--- config.mk ---
export PLATFORM = sky130hd
export DESIGN_NAME = rsgp_top
export DESIGN_NICKNAME = d
export VERILOG_FILES = /design/src/core/rsgp_pkg.sv /design/src/core/rsgp_top.sv
export SDC_FILE = /design/constraint.sdc
export NUM_CORES = 1
export LEC_CHECK = 0
export ABC_AREA = 0
export BUFFER_PORTS_ARGS = -buffer_cell sky130_fd_sc_hd__buf_2
export CAP_MARGIN = 20
export CORE_MARGIN = 4
export CORE_UTILIZATION = 43
export CTS_CLUSTER_SIZE = 10
export DETAILED_ROUTE_END_ITERATION = 8
export GPL_TIMING_DRIVEN = 0
export PLACE_DENSITY = 0.73
export SLEW_MARGIN = 15
export SYNTH_ARGS = -nofsm -noshare
export SYNTH_HDL_FRONTEND = slang
export SYNTH_SLANG_ARGS = --single-unit
--- constraint.sdc ---
create_clock -name ref_clk_i -period 4.04 [get_ports ref_clk_i]
set_input_delay 0.404 -clock ref_clk_i [delete_from_list [all_inputs] [get_ports ref_clk_i]]
set_output_delay 0.404 -clock ref_clk_i [all_outputs]
set_load 0.05 [all_outputs]
--- src/core/rsgp_pkg.sv ---
/*
 * rsgp_pkg: register map, field layout, reset values and timing constants
 * for the reset, strap and general-pin block.
 * Assumes a 200 MHz register clock and a 32-bit AHB-Lite register bus.
 */
package rsgp_pkg;
    // clock and reset timing
    localparam int unsigned CLK_MHZ         = 200;
    localparam int unsigned RST_MIN_LOW_US  = 1;
    localparam int unsigned RST_MIN_CYCLES  = RST_MIN_LOW_US * CLK_MHZ;
    localparam logic [7:0]  RST_CNT_MAX     = 8'(RST_MIN_CYCLES - 1);

    // register byte offsets
    localparam logic [7:0] OFS_MAIN_CONFIG_TWO = 8'h00;
    localparam logic [7:0] OFS_GP_CONFIG_ONE   = 8'h04;
    localparam logic [7:0] OFS_GP_CONFIG_TWO   = 8'h08;
    localparam logic [7:0] OFS_GP_STATUS       = 8'h0C;
    localparam logic [7:0] OFS_GP_INT_MASK     = 8'h10;
    localparam logic [7:0] OFS_STRAP_STATUS    = 8'h14;

    // main_config_two: reference_input_select in bits 1:0
    localparam int unsigned REF_SEL_LSB = 0;
    localparam logic [1:0]  REF_SEL_XTAL = 2'h1;
    localparam logic [1:0]  REF_SEL_EXT  = 2'h2;
    localparam logic [1:0]  REF_SEL_RST  = 2'h1;

    // general_pin_config_one: pin 0 in 3:0, pin 1 in 7:4
    // general_pin_config_two: pin_two_function_field 3:0, pin_three_function_field 7:4
    // each nibble: bit0 output enable, bit1 output level, bit2 latch on rise, bit3 latch on fall
    localparam int unsigned FLD_W     = 4;
    localparam int unsigned FLD_OE    = 0;
    localparam int unsigned FLD_LVL   = 1;
    localparam int unsigned FLD_RISE  = 2;
    localparam int unsigned FLD_FALL  = 3;
    localparam logic [7:0]  GP_CFG_RST = 8'h00;

    // general_pin_status: live levels 3:0, latched 7:4
    localparam int unsigned NUM_GP       = 4;
    localparam int unsigned ST_LATCH_LSB = 4;

    // strap status: config select 2:0, test 3, output count code 4
    localparam int unsigned STRAP_TEST_BIT = 3;
    localparam int unsigned STRAP_TEN_BIT  = 4;

    // output clocks present: bit n is output clock n+1
    localparam logic [9:0] OUT_CLK_ALL = 10'h3FF;
    localparam logic [9:0] OUT_CLK_SIX = 10'h1AD;   // clocks 2, 5, 7 and 10 left out

    // bus constants
    localparam logic [1:0] HTRANS_NONSEQ = 2'h2;
    localparam logic [31:0] ZERO_WORD    = 32'h00000000;

    typedef enum logic [1:0] {
        RSGP_ST_HOLD = 2'b00,
        RSGP_ST_RUN  = 2'b01
    } rsgp_state_t;
endpackage

--- src/core/rsgp_top.sv ---
/*
 * rsgp_top: reset hold, strap capture at reset release, shared-pin change
 * over to four general pins, reference input select and output-clock presence flags.
 * Assumes one 200 MHz clock, an AHB-Lite master as the only bus master and
 * a board that presents strap levels while reset_pin_low is low.
 */
// Register access over AHB-Lite and the register addresses were decided locally.
// Operation
// (RQ1) Select field 01 runs reference pins as crystal oscillator.
// (RQ2) Select field 10 takes external clock on reference pin a.
// (RQ3) Low reset pin forces all logic to defaults asynchronously; the diagnostic rst_low_cnt counts while the pin is low instead.
// (RQ4) Device stays in reset while pin low, runs after release.
// (RQ5) Board holds reset pin low at least 1 us.
// (RQ6) Three config-select straps sampled at reset rising edge.
// (RQ7) After reset, strap pins become general pins 0, 1, 2.
// (RQ8) Pins 0,1 follow config one; pin 2 follows config two field.
// (RQ9) Status register shows live and latched bit per pin.
// (RQ10) Test strap sampled at reset rising edge.
// (RQ11) Sampled-high test strap enters factory test mode.
// (RQ12) Test pin becomes general pin 3 under config two field.
// (RQ13) Six-output variant omits output clocks 2, 5, 7, 10.
// (RQ14) Latched status bits stay set until software clears them.
`timescale 1ns/100ps
module rsgp_top
    import rsgp_pkg::*;
#(
    parameter bit TEN_OUTPUTS = 1'b1
) (
    input  wire logic        ref_clk_i,
    input  wire logic        rst_i,
    input  wire logic        reset_pin_low_i,
    input  wire logic [3:0]  gp_pin_i,
    output logic      [3:0]  gp_pin_o,
    output logic      [3:0]  gp_pin_oe_n_o,
    output logic             xtal_drive_en_o,
    output logic             ext_clk_en_o,
    output logic      [9:0]  out_clk_present_o,
    output logic      [2:0]  config_select_strap_o,
    output logic             factory_test_o,
    output logic             running_o,
    output logic             irq_o,
    input  wire logic        hsel_i,
    input  wire logic [31:0] haddr_i,
    input  wire logic [1:0]  htrans_i,
    input  wire logic        hwrite_i,
    input  wire logic [2:0]  hsize_i,
    input  wire logic [31:0] hwdata_i,
    input  wire logic        hready_i,
    output logic      [31:0] hrdata_o,
    output logic             hreadyout_o,
    output logic             hresp_o
);
    import rsgp_pkg::*;

    rsgp_state_t state;
    logic        in_reset;
    logic [7:0]  main_config_two;
    logic [7:0]  general_pin_config_one;
    logic [7:0]  general_pin_config_two;
    logic [3:0]  gp_latched;
    logic [3:0]  gp_int_mask;
    logic [3:0]  gp_prev;
    logic [3:0]  gp_event;
    logic [3:0]  gp_keep;
    logic [15:0] gp_cfg;
    logic [7:0]  dp_addr;
    logic        dp_write;
    logic        dp_read;
    logic        st_read_clr;
    logic [7:0]  rst_low_cnt;

    // pin reset treated as asynchronous: combined with the system reset
    assign in_reset = rst_i | ~reset_pin_low_i;

    // state: hold while reset pin low, run after release
    // (RQ4) hold then run
    always_ff @(posedge ref_clk_i or posedge in_reset) begin
        if (in_reset) begin
            state <= RSGP_ST_HOLD;
        end else begin
            case (state)
                RSGP_ST_HOLD: state <= RSGP_ST_RUN;
                default:      state <= RSGP_ST_RUN;
            endcase
        end
    end
    assign running_o = (state == RSGP_ST_RUN);

    // strap capture on the first edge after release; pins still strapped then
    // (RQ6) config select capture
    always_ff @(posedge ref_clk_i or posedge in_reset) begin
        if (in_reset) begin
            config_select_strap_o <= 3'h0;
            factory_test_o        <= 1'b0;
        end else if (state == RSGP_ST_HOLD) begin
            config_select_strap_o <= gp_pin_i[2:0];
            // (RQ10) test strap sample
            // (RQ11) factory test entry
            factory_test_o        <= gp_pin_i[3];
        end
    end

    // reset low-time counter, diagnostic only; board keeps the 1 us minimum
    // (RQ5) low time check
    always_ff @(posedge ref_clk_i) begin
        if (rst_i) begin
            rst_low_cnt <= 8'h00;
        end else if (!reset_pin_low_i) begin
            if (rst_low_cnt != RST_CNT_MAX) begin
                rst_low_cnt <= rst_low_cnt + 8'h01;
            end
        end else begin
            rst_low_cnt <= 8'h00;
        end
    end

    // reference input selection
    // (RQ1) crystal drive
    assign xtal_drive_en_o = running_o && (main_config_two[REF_SEL_LSB +: 2] == REF_SEL_XTAL);
    // (RQ2) external clock
    assign ext_clk_en_o    = running_o && (main_config_two[REF_SEL_LSB +: 2] == REF_SEL_EXT);

    // (RQ13) output clock presence
    assign out_clk_present_o = TEN_OUTPUTS ? OUT_CLK_ALL : OUT_CLK_SIX;

    // per-pin configuration nibbles, pin 0..3
    // (RQ8) config mapping
    assign gp_cfg = {general_pin_config_two, general_pin_config_one};

    // pin drivers: tri-stated in reset so straps are not fought
    genvar g;
    generate
        for (g = 0; g < NUM_GP; g++) begin : g_pin
            // (RQ7) straps become general pins
            // (RQ12) pin three general use
            assign gp_pin_o[g]      = gp_cfg[g*FLD_W + FLD_LVL];
            assign gp_pin_oe_n_o[g] = ~(running_o & gp_cfg[g*FLD_W + FLD_OE]);
            assign gp_event[g]      = running_o &
                ((gp_cfg[g*FLD_W + FLD_RISE] & gp_pin_i[g] & ~gp_prev[g]) |
                 (gp_cfg[g*FLD_W + FLD_FALL] & ~gp_pin_i[g] & gp_prev[g]));
        end
    endgenerate

    // previous level for edge detection
    always_ff @(posedge ref_clk_i or posedge in_reset) begin
        if (in_reset) begin
            gp_prev <= 4'h0;
        end else begin
            gp_prev <= gp_pin_i;
        end
    end

    // latched status: set wins over read-clear
    // (RQ14) sticky latch
    always_ff @(posedge ref_clk_i or posedge in_reset) begin
        if (in_reset) begin
            gp_latched <= 4'h0;
        end else if (st_read_clr) begin
            gp_latched <= gp_event;
        end else begin
            gp_latched <= gp_latched | gp_event;
        end
    end

    assign irq_o = |(gp_latched & gp_int_mask);

    // bits that must still be latched at the next edge; read by checks only
    assign gp_keep = gp_event | (gp_latched & ~{NUM_GP{st_read_clr}});

    // AHB-Lite address phase capture; always zero wait state
    always_ff @(posedge ref_clk_i or posedge in_reset) begin
        if (in_reset) begin
            dp_addr  <= 8'h00;
            dp_write <= 1'b0;
            dp_read  <= 1'b0;
        end else if (hready_i) begin
            dp_addr  <= haddr_i[7:0];
            dp_write <= hsel_i && (htrans_i == HTRANS_NONSEQ) && hwrite_i;
            dp_read  <= hsel_i && (htrans_i == HTRANS_NONSEQ) && !hwrite_i;
        end else begin
            dp_write <= 1'b0;
            dp_read  <= 1'b0;
        end
    end

    assign hreadyout_o = 1'b1;
    assign hresp_o     = 1'b0;
    assign st_read_clr = dp_read && (dp_addr == OFS_GP_STATUS);

    // (RQ3) async defaults
    always_ff @(posedge ref_clk_i or posedge in_reset) begin
        if (in_reset) begin
            main_config_two        <= {6'h00, REF_SEL_RST};
            general_pin_config_one <= GP_CFG_RST;
            general_pin_config_two <= GP_CFG_RST;
            gp_int_mask            <= 4'h0;
        end else if (dp_write) begin
            if (dp_addr == OFS_MAIN_CONFIG_TWO) begin
                main_config_two <= hwdata_i[7:0];
            end else if (dp_addr == OFS_GP_CONFIG_ONE) begin
                general_pin_config_one <= hwdata_i[7:0];
            end else if (dp_addr == OFS_GP_CONFIG_TWO) begin
                general_pin_config_two <= hwdata_i[7:0];
            end else if (dp_addr == OFS_GP_INT_MASK) begin
                gp_int_mask <= hwdata_i[3:0];
            end
        end
    end

    // read mux; unmapped offsets read zero
    // (RQ9) live and latched
    always_comb begin
        hrdata_o = ZERO_WORD;
        if (dp_addr == OFS_MAIN_CONFIG_TWO) begin
            hrdata_o = {24'h000000, main_config_two};
        end else if (dp_addr == OFS_GP_CONFIG_ONE) begin
            hrdata_o = {24'h000000, general_pin_config_one};
        end else if (dp_addr == OFS_GP_CONFIG_TWO) begin
            hrdata_o = {24'h000000, general_pin_config_two};
        end else if (dp_addr == OFS_GP_STATUS) begin
            hrdata_o = {24'h000000, gp_latched, gp_pin_i};
        end else if (dp_addr == OFS_GP_INT_MASK) begin
            hrdata_o = {28'h0000000, gp_int_mask};
        end else if (dp_addr == OFS_STRAP_STATUS) begin
            hrdata_o = {27'h0000000, TEN_OUTPUTS, factory_test_o, config_select_strap_o};
        end
    end
endmodule

==> impl_metrics.toml, run 1 <==
[setup_path]
regToRegEndpoint = "general_pin_config_two[6]$_DFFE_PP0P_"
arrival_ns = 2.32
worstPathMaxFanout = 10
cpMaxStageDelayCell = "clkbuf_1"
critPathCaptureType = "primary output"
required_ns = 3.64
crit_top_cell = "clkbuf_1"
r2r_cells = 5
r2r-start = "dp_addr[3]$_DFFE_PP0P_"
cpPeakStageDelay_ns = 0.46
cp_cell_sequence = "clkbuf_1, clkbuf_1, o21ai_0, a21oi_1, buf_2"
startpoint_type = "flop"
r2r_slack_ns = 2.11
worstSetupPathType = "reg -> out"
startpoint = "dp_addr[2]$_DFFE_PP0P_"

[route]
dr_total_vias = 1880
avgRoutedWirePerCell_um = 14.7
first_pass_iters = 4
vias_per_cell = 4.74
ant_nets = 0
drt-initial-drc-count = 81
drc = 0
routed_wl_um = 5840

[synth]
syn_inst = 228
ys.warnings.count = 0
syn_avg_cell_area_sq_um = 11.9
synth_area_sq_um = 2720
ys_ff_latch = 51
synthArstFlopShare = 1.00
ys_seq_area_frac = 0.470
synth_edf_count = 0
synth_cell_type_count = 32
ys.flop_type = "dfrtp_1"

[placed_design]
dp.final_hpwl_um = 4390
dp.cells = 389
io_buffers = 50
place_area_sq_um = 3220
gp_congestion = 0.823

[cts]
clk-insertion-delay-late_ns = 0.30
root_buffer = "clkbuf_8"
post_cts_resized = 0
cts_hold_buf = 0
tritoncts = "built"
cts.reportedPaths.clkPinSlew_ns = 0.09
htree_levels = 2
cts.sinks = 51
numCtsBuffers = 5
post_cts_buffers = 0
clk_path_buf_depth = 2

[die]
die_area_sq_um = 7660
row_count = 28
die_h_um = 87.5
die_width_um = 87.5
coreArea_sq_um = 6030
pin_count = 139
start_util = 0.451

[min_path]
hp-start = "hwrite_i"
worstHoldPathType = "in -> reg"
hold_depth = 2
hold_end = "dp_read$_DFF_PP0_"

[final_layout]
finish.utilization = 0.554
final_common_cell = "buf_2"
layout-drive-gt1-share = 0.478
mostFrequentLayoutCells = "51 x buf_2, 50 x dfrtp_1, 40 x buf_4"
design_area_sq_um = 3340
regArea_sq_um = 1280
syn2layout_area_growth_pct = 22.8
stdcell_count = 397
finish.net_count = 400
multiInputGateArea_sq_um = 1220
antenna_cells = 0
fill_cells = 532

[sta]
relSlewSlack = 0.536
fmax_ghz = 0.367
drv_slew = 0
setup_violations = 0
rsz0062_at_grt = "no"
min_period_ns = 2.73
worstMarginPinSlew_ns = 0.695
finalClockSkew_ns = 0.00518
fin_crit_sh = 0.675
hold_viol_final = 0

[power]
total_leakage_power_nw = 1.69
power_density_nw_per_um2 = 357
ir_drop_v = 0.000208

[global_routing]
overflow = 0
grt_usage = 0.154
antenna_found_initial = 0
grt_max_degree = 29
grt_pass1_wl_um = 9020
grt_pass1_vias = 1886

[run_status]
status = "finished clean"

[job]
drv_cap = 0
-- power by group --
| group | switching [W] | leakage, nW | internal [W] |
|---|---|---|---|
| logic | 0.000174 | 0.984 | 0.0000967 |
| registers | 0.0000202 | 0.644 | 0.000536 |
| clock network | 0.000165 | 0.0612 | 0.000200 |
-- Yosys cell counts, drive strengths merged (2+ instances only) --
master / instances / area, sq um
clkbuf: 8 / 30.0
nor2: 5 / 18.8
dfrtp: 50 / 1250
conb: 2 / 7.51
o21ai: 8 / 40.0
buf: 43 / 328
nand3b: 3 / 22.5
mux4: 3 / 67.6
nor2b: 5 / 31.3
nor3b: 3 / 22.5
nand2b: 4 / 25.0
a22o: 8 / 70.1
a22oi: 6 / 45.0
nand2: 12 / 45.0
mux2: 45 / 537
a21oi: 10 / 50.1
-- worst max-delay path, delay by kind of cell (launching register included) --
kind | cells | cell delay, ns
compound gates | 2 | 0.37
buf+inv | 3 | 1.21
flops | 1 | 0.44
-- metal layers --
layer | up-vias | global-route usage | wire (um)
met3 | 5 | 0.0397 | 524
met5 | - | 0 | 0
met2 | 74 | 0.247 | 2740
li1 | 912 | - | -
met4 | 0 | 0.0349 | 38
met1 | 889 | 0.210 | 2540
-- cells by family after synthesis --
kind of cell / after synthesis / share of synthesized area
AOI/OAI and AO/OA: 33 / 0.0778
buffers and inverters: 52 / 0.133
DFF: 51 / 0.470
muxes: 48 / 0.222
other: 2 / 0.00276
and+or+nand+nor: 42 / 0.0943
-- flip-flops by register name (all words and copies together) (netlist names), 3 cells and up --
register,count
config_select_strap_o,3
main_config_two,8
gp_int_mask,4
general_pin_config_one,8
gp_prev,4
dp_addr,8
general_pin_config_two,8
gp_latched,4
-- final cells by class --
cell class	instances	area share
Sequential cell	51	0.383
Inverter	1	0.00112
Buffer	51	0.107
Multi-Input combinational cell	160	0.365
Clock buffer	6	0.0247
Tap cell	75	0.0281
Timing Repair Buffer	51	0.0809
Clock inverter	2	0.0105
-- worst max-delay path by stage --
stage                                                end  slack, ns  cells after the start
CTS                                          hrdata_o[1]       1.34                      5
floorplan           config_select_strap_o[0]$_DFFE_PP0N_       0.53                      1
finish                                       hrdata_o[3]       1.31                      5
global placement                      state[0]$_DFF_PP0_      -0.74                      2
detailed placement                           hrdata_o[1]       1.69                      5
global route                                 hrdata_o[3]       1.20                      5
-- stage by stage --
| step | setup TNS [ns] | worst slack [ns] | hold slack (ns) | total power (W) |
|---|---|---|---|---|
| floorplan | 0 | 0.535 | 0.435 | 0.000782 |
| global placement | -36.85 | -0.739 | 0.493 | 0.000829 |
| detailed placement | 0 | 1.69 | 0.494 | 0.000836 |
| CTS | 0 | 1.34 | 0.245 | 0.00120 |
| global route | 0 | 1.20 | 0.250 | 0.00124 |
| finish | 0 | 1.31 | 0.251 | 0.00119 |
Note: power is estimated with default switching activity, not from simulation.
==> run 2: changes to the inputs <==
--- a/config.mk
+++ b/config.mk
@@ -5,15 +5,15 @@
 export SDC_FILE = /design/constraint.sdc
 export NUM_CORES = 1
 export LEC_CHECK = 0
-export ABC_AREA = 0
+export ABC_AREA = 1
 export BUFFER_PORTS_ARGS = -buffer_cell sky130_fd_sc_hd__buf_2
 export CAP_MARGIN = 20
 export CORE_MARGIN = 4
-export CORE_UTILIZATION = 43
+export CORE_UTILIZATION = 42
 export CTS_CLUSTER_SIZE = 10
 export DETAILED_ROUTE_END_ITERATION = 8
 export GPL_TIMING_DRIVEN = 0
-export PLACE_DENSITY = 0.73
+export PLACE_DENSITY = 0.74
 export SLEW_MARGIN = 15
 export SYNTH_ARGS = -nofsm -noshare
 export SYNTH_HDL_FRONTEND = slang
==> constraint.sdc (replaced) <==
create_clock -name ref_clk_i -period 2.4 [get_ports ref_clk_i]
set_input_delay 0.24 -clock ref_clk_i [delete_from_list [all_inputs] [get_ports ref_clk_i]]
set_output_delay 0.24 -clock ref_clk_i [all_outputs]
set_load 0.05 [all_outputs]
==> run 2 against run 1 <==
  * Wire length rose by 7.7%
  * Largest cell class unchanged
  * Final area rose by 3.5%
  * Critical endpoint is now hrdata_o[4]
  * Total power rose by 68%
  * Global-route usage rose by 1.1 points
  * Critical path type unchanged
  * Clock skew rose by 0.0033 ns
  * Register-to-register slack got worse by 1.3 ns
==> impl_metrics.toml, run 2 <==
[run_status]
status = "finished clean"

[setup_path]
r2r_slack_ns = 0.80
required_ns = 2.16
regToRegEndpoint = "general_pin_config_two[1]$_DFFE_PP0P_"
worstPathMaxFanout = 10
r2r_cells = 9
r2r-start = "dp_addr[4]$_DFFE_PP0P_"
arrival_ns = 1.97
worstSetupPathType = "reg -> out"
startpoint_type = "flop"
critPathCaptureType = "primary output"

[route]
first_pass_iters = 4
ant_nets = 0
routed_wl_um = 6290
drc = 0
avgRoutedWirePerCell_um = 12.6
drt-initial-drc-count = 174
dr_total_vias = 2301
vias_per_cell = 4.62

[sta]
whs_ns = 0.0472
relSlewSlack = 0.591
finalClockSkew_ns = 0.00844
fmax_ghz = 0.453
drv_slew = 0
worstMarginPinSlew_ns = 0.613
fin_crit_sh = 0.919
hold_viol_final = 0
rsz0062_at_grt = "no"
setup_violations = 0
min_period_ns = 2.21

[die]
die_h_um = 89.6
row_count = 29
coreArea_sq_um = 6420
die_width_um = 89.6
start_util = 0.435
pin_count = 139
die_area_sq_um = 8020

[power]
p_total_w = 0.00200
power_density_nw_per_um2 = 578
ir_drop_v = 0.000500
intPower_w = 0.00134
seq_power_share = 0.465
total_leakage_power_nw = 1.98
switchingPower_w = 0.000663
switching_share = 0.332
p_comb_frac = 0.227
clkPwrFrac = 0.309

[synth]
ys_seq_area_frac = 0.457
yosysTopAreaCell = "dfrtp_1"
ys.flop_type = "dfrtp_1"
synth_area_sq_um = 2800
yosysTopAreaCellShare = 0.448
synth_area_leaders = "dfrtp_1 45%, nand2_1 11%, buf_4 11%"
synthArstFlopShare = 1.00
yosysMostFrequentCell = "nand2_1"
synth_cell_type_count = 30
syn_avg_cell_area_sq_um = 8.60
synth_commonest_cells = "83 x nand2_1, 50 x dfrtp_1, 40 x buf_4"
ys.warnings.count = 0
syn_inst = 325
synth_edf_count = 0
ys_ff_latch = 51

[min_path]
worstHoldPathType = "in -> async"

[cts]
numCtsBuffers = 5
cts_hold_buf = 0
post_cts_resized = 0
htree_levels = 2
cts.sinks = 51
cts.reportedPaths.clkPinSlew_ns = 0.10
post_cts_buffers = 0
clk_path_buf_depth = 2
tritoncts = "built"
root_buffer = "clkbuf_8"
clk-insertion-delay-late_ns = 0.31

[global_routing]
antenna_found_initial = 0
grt_use_met3 = 0.0328
grt_pass1_wl_um = 10000
grt_busiest_layer = "met2"
grt_use_met2 = 0.266
grt_max_degree = 19
grt_pass1_vias = 2115
grt_use_met1 = 0.222
overflow = 0
grt_usage = 0.165

[final_layout]
final_common_cell = "nand2_1"
antenna_cells = 0
multiInputGateArea_sq_um = 1170
fill_cells = 622
syn2layout_area_growth_pct = 23.6
finish.net_count = 499
mostFrequentLayoutCells = "83 x nand2_1, 51 x buf_2, 50 x dfrtp_1"
finish.utilization = 0.538
layout-drive-gt1-share = 0.342
regArea_sq_um = 1280

[placed_design]
dp.final_hpwl_um = 4960
io_buffers = 51
gp_congestion = 0.871

[job]
drv_cap = 0
-- run 2: power groups by stage --
stage	sequential [W]	clock [W]	combinational, W
2_1_floorplan	0.000962	0	0.000346
3_3_place_gp	0.000944	0	0.000435
3_5_place_dp	0.000945	0	0.000453
4_1_cts	0.000928	0.000635	0.000454
5_1_grt	0.000934	0.000666	0.000489
6_report	0.000929	0.000617	0.000454
-- run 2: routing by layer --
layer	up-vias	share of wire
met4	0	0.023
met1	1056	0.44
met2	81	0.46
met3	13	0.073
li1	1151	-
met5	-	0
-- run 2: how the worst max path moves through the flow --
| stage | slack (ns) | cells past startpoint | start | end |
|---|---|---|---|---|
| after floorplan | 0.45 | 2 | reset_pin_low_i | config_select_strap_o[0]$_DFFE_PP0N_ |
| after global placement | -0.31 | 2 | rst_i | gp_prev[1]$_DFF_PP0_ |
| after detailed placement | 0.57 | 8 | dp_addr[7]$_DFFE_PP0P_ | hrdata_o[4] |
| after CTS | 0.21 | 8 | dp_addr[7]$_DFFE_PP0P_ | hrdata_o[4] |
| after global routing | 0.07 | 8 | dp_addr[4]$_DFFE_PP0P_ | hrdata_o[4] |
| final | 0.19 | 8 | dp_addr[4]$_DFFE_PP0P_ | hrdata_o[4] |
-- run 2: cell families (layout without fill, tap and decap cells) --
group	after synthesis	count (layout)	synth area share
other	2	37	0.00269
buffers and inverters	79	140	0.172
flip-flops	51	51	0.457
AND/OR/NAND/NOR	129	129	0.218
AO/OA/AOI/OAI	64	64	0.150
-- run 2: area by class of cell --
| cell class | instances | share of cell area |
|---|---|---|
| Timing Repair Buffer | 53 | 0.0898 |
| Inverter | 33 | 0.0373 |
| Tap cell | 77 | 0.0279 |
| Clock buffer | 5 | 0.0199 |
| Buffer | 46 | 0.102 |
| Sequential cell | 51 | 0.370 |
| Multi-Input combinational cell | 230 | 0.340 |
| Clock inverter | 3 | 0.0134 |
-- run 2: worst max-delay path: stages, from the launching register on --
cell and delay, ns:
dfrtp_1 0.40, inv_1 0.10, nand2_2 0.07, nor2_4 0.13
nand2_1 0.25, o22ai_1 0.27, a21oi_1 0.08, nand3_1 0.09
buf_2 0.26
-- run 2: through the flow --
| stage | instances | area [sq um] | setup slack (ns) | TNS, ns |
|---|---|---|---|---|
| 2_1_floorplan | 360 | 2930 | 0.449 | 0 |
| 5_1_grt | 498 | 3460 | 0.0704 | 0 |
| 4_1_cts | 498 | 3460 | 0.208 | 0 |
| 6_report | 498 | 3460 | 0.194 | 0 |
| 3_3_place_gp | 488 | 3280 | -0.315 | -15.65 |
| 3_5_place_dp | 490 | 3340 | 0.570 | 0 |
==> run 3: changes to the inputs <==
--- a/config.mk
+++ b/config.mk
@@ -5,15 +5,14 @@
 export SDC_FILE = /design/constraint.sdc
 export NUM_CORES = 1
 export LEC_CHECK = 0
-export ABC_AREA = 1
 export BUFFER_PORTS_ARGS = -buffer_cell sky130_fd_sc_hd__buf_2
 export CAP_MARGIN = 20
 export CORE_MARGIN = 4
-export CORE_UTILIZATION = 42
+export CORE_UTILIZATION = 41
 export CTS_CLUSTER_SIZE = 10
 export DETAILED_ROUTE_END_ITERATION = 8
 export GPL_TIMING_DRIVEN = 0
-export PLACE_DENSITY = 0.74
+export PLACE_DENSITY = 0.73
 export SLEW_MARGIN = 15
 export SYNTH_ARGS = -nofsm -noshare
 export SYNTH_HDL_FRONTEND = slang
==> constraint.sdc (replaced) <==
create_clock -name ref_clk_i -period 2.4 [get_ports ref_clk_i]
set_input_delay 0.48 -clock ref_clk_i [delete_from_list [all_inputs] [get_ports ref_clk_i]]
set_output_delay 0.48 -clock ref_clk_i [all_outputs]
set_load 0.05 [all_outputs]
==> run 3 against run 2 <==
  * First-iteration DRC count down 52%
  * Clock-buffer cell count unchanged
  * Sequential power up 0.8%
  * Clock power down 17%
  * Flip-flop and latch count unchanged
  * Cell count down 19%
  * Highest routed layer unchanged
==> impl_metrics.toml, run 3 (synthesis results as in run 1) <==
[run_status]
status = "finished clean"

[sta]
finalClockSkew_ns = 0.0105
drv_slew = 0
rsz0062_at_grt = "no"
hold_viol_final = 0
worstMarginPinSlew_ns = 0.602
relSlewSlack = 0.599
setup_violations = 0
whs_ns = 0.0949
fmax_ghz = 0.435
fin_crit_sh = 0.959
min_period_ns = 2.30

[power]
power_density_nw_per_um2 = 563
seq_power_share = 0.482
total_leakage_power_nw = 1.73
p_total_w = 0.00194
ir_drop_v = 0.000471
switchingPower_w = 0.000646
clkPwrFrac = 0.263
switching_share = 0.332
intPower_w = 0.00130
p_comb_frac = 0.255

[final_layout]
fill_cells = 575
syn2layout_area_growth_pct = 26.9
mostFrequentLayoutCells = "49 x dfrtp_1, 48 x buf_4, 46 x buf_2"
design_area_sq_um = 3450
antenna_cells = 0
final_common_cell = "dfrtp_1"
layout-drive-gt1-share = 0.525
finish.net_count = 404

[route]
avgRoutedWirePerCell_um = 15.4
drc = 0
drt-initial-drc-count = 83
first_pass_iters = 4
dr_total_vias = 1917
ant_nets = 0
vias_per_cell = 4.76
routed_wl_um = 6190

[cts]
clk-insertion-delay-late_ns = 0.32
htree_levels = 2
cts.sinks = 51
numCtsBuffers = 5
tritoncts = "built"
cts.reportedPaths.clkPinSlew_ns = 0.10
root_buffer = "clkbuf_8"
clk_path_buf_depth = 2

[setup_path]
required_ns = 1.92
worstSetupPathType = "reg -> out"
arrival_ns = 1.82
critPathCaptureType = "primary output"
startpoint_type = "flop"
worstPathMaxFanout = 6

[die]
die_width_um = 89.4
start_util = 0.426
die_area_sq_um = 8000
pin_count = 139
coreArea_sq_um = 6390
row_count = 29
die_h_um = 89.4

[placed_design]
dp.final_hpwl_um = 4550
gp_congestion = 0.838
place_area_sq_um = 3270
io_buffers = 50

[global_routing]
grt_usage = 0.165
overflow = 0
grt_pass1_vias = 1916
antenna_found_initial = 0
grt_max_degree = 25
grt_pass1_wl_um = 9840

[min_path]
worstHoldPathType = "in -> async"

[job]
drv_cap = 0
run 3: cell types whose count changed in the layout (fill, tap and decap cells not counted), sizes merged, moves of 6 or more:
cell	change
nand2	-80
mux2	+45
o21ai	-35
inv	-33
nor2	-20
a22o	+8
a22oi	+6
run 3: critical path, stage by stage (launching register included):
cell     delay, ns
dfrtp_1       0.43
buf_4         0.17
nor2b_4       0.20
a22o_1        0.20
a22oi_1       0.07
a21oi_1       0.20
buf_4         0.23
run 3: power groups by stage:
stage / Clock, W / Combinational (W) / Sequential, W
CTS: 0.000517 / 0.000478 / 0.000936
global route: 0.000560 / 0.000529 / 0.000943
global placement: 0 / 0.000446 / 0.000950
floorplan: 0 / 0.000348 / 0.000970
finish: 0.000511 / 0.000495 / 0.000936
detailed placement: 0 / 0.000462 / 0.000953
run 3: final cells by class:
class / instances / area, sq um / share of cell area
Multi-Input combinational cell: 160 / 1260 / 0.366
Clock buffer: 5 / 68.8 / 0.0199
Tap cell: 77 / 96.3 / 0.0279
Inverter: 1 / 3.75 / 0.00109
Timing Repair Buffer: 55 / 337 / 0.0975
Sequential cell: 51 / 1280 / 0.371
Clock inverter: 3 / 20.0 / 0.00580
Buffer: 51 / 384 / 0.111
run 3: metrics by stage:
step | setup slack, ns | util | TNS, ns | cells
2_1_floorplan | 0.0167 | - | 0 | 263
3_3_place_gp | -0.533 | 0.503 | -26.58 | 390
3_5_place_dp | -0.0408 | 0.512 | -0.0923 | 392
4_1_cts | -0.00123 | 0.534 | -0.00123 | 402
5_1_grt | 0.0107 | 0.540 | 0 | 403
6_report | 0.0986 | 0.540 | 0 | 403
run 3: worst paths after layout:
check / from / end / slack [ns] / cells after the start
min reg2reg: dp_addr[7]$_DFFE_PP0P_ / dp_addr[7]$_DFFE_PP0P_ / 0.52 / 1
max in group asynchronous: rst_i / main_config_two[0]$_DFFE_PP1P_ / 1.63 / 4
min in group ref_clk_i: gp_pin_i[2] / gp_prev[2]$_DFF_PP0_ / 0.32 / 1
max: dp_addr[4]$_DFFE_PP0P_ / hrdata_o[1] / 0.1 / 6
min: reset_pin_low_i / dp_addr[5]$_DFFE_PP0P_ / 0.09 / 2
max reg2reg: dp_addr[4]$_DFFE_PP0P_ / general_pin_config_two[0]$_DFFE_PP0P_ / 0.53 / 5
run 3: metal layers:
metal  share of wire  track usage
met5               0            0
met4           0.013       0.0487
met3           0.089       0.0369
met2            0.49        0.273
met1            0.41        0.217
run 3: repair_timing:
| item | in CTS | in global routing |
|---|---|---|
| setup endpoints to repair | 8 | 8 |
| pin swaps | 1 | 3 |
| gates resized for setup | 16 | 17 |
| hold buffers | 0 | 0 |
| cloned | 0 | 0 |
| setup buffers | 2 | 1 |
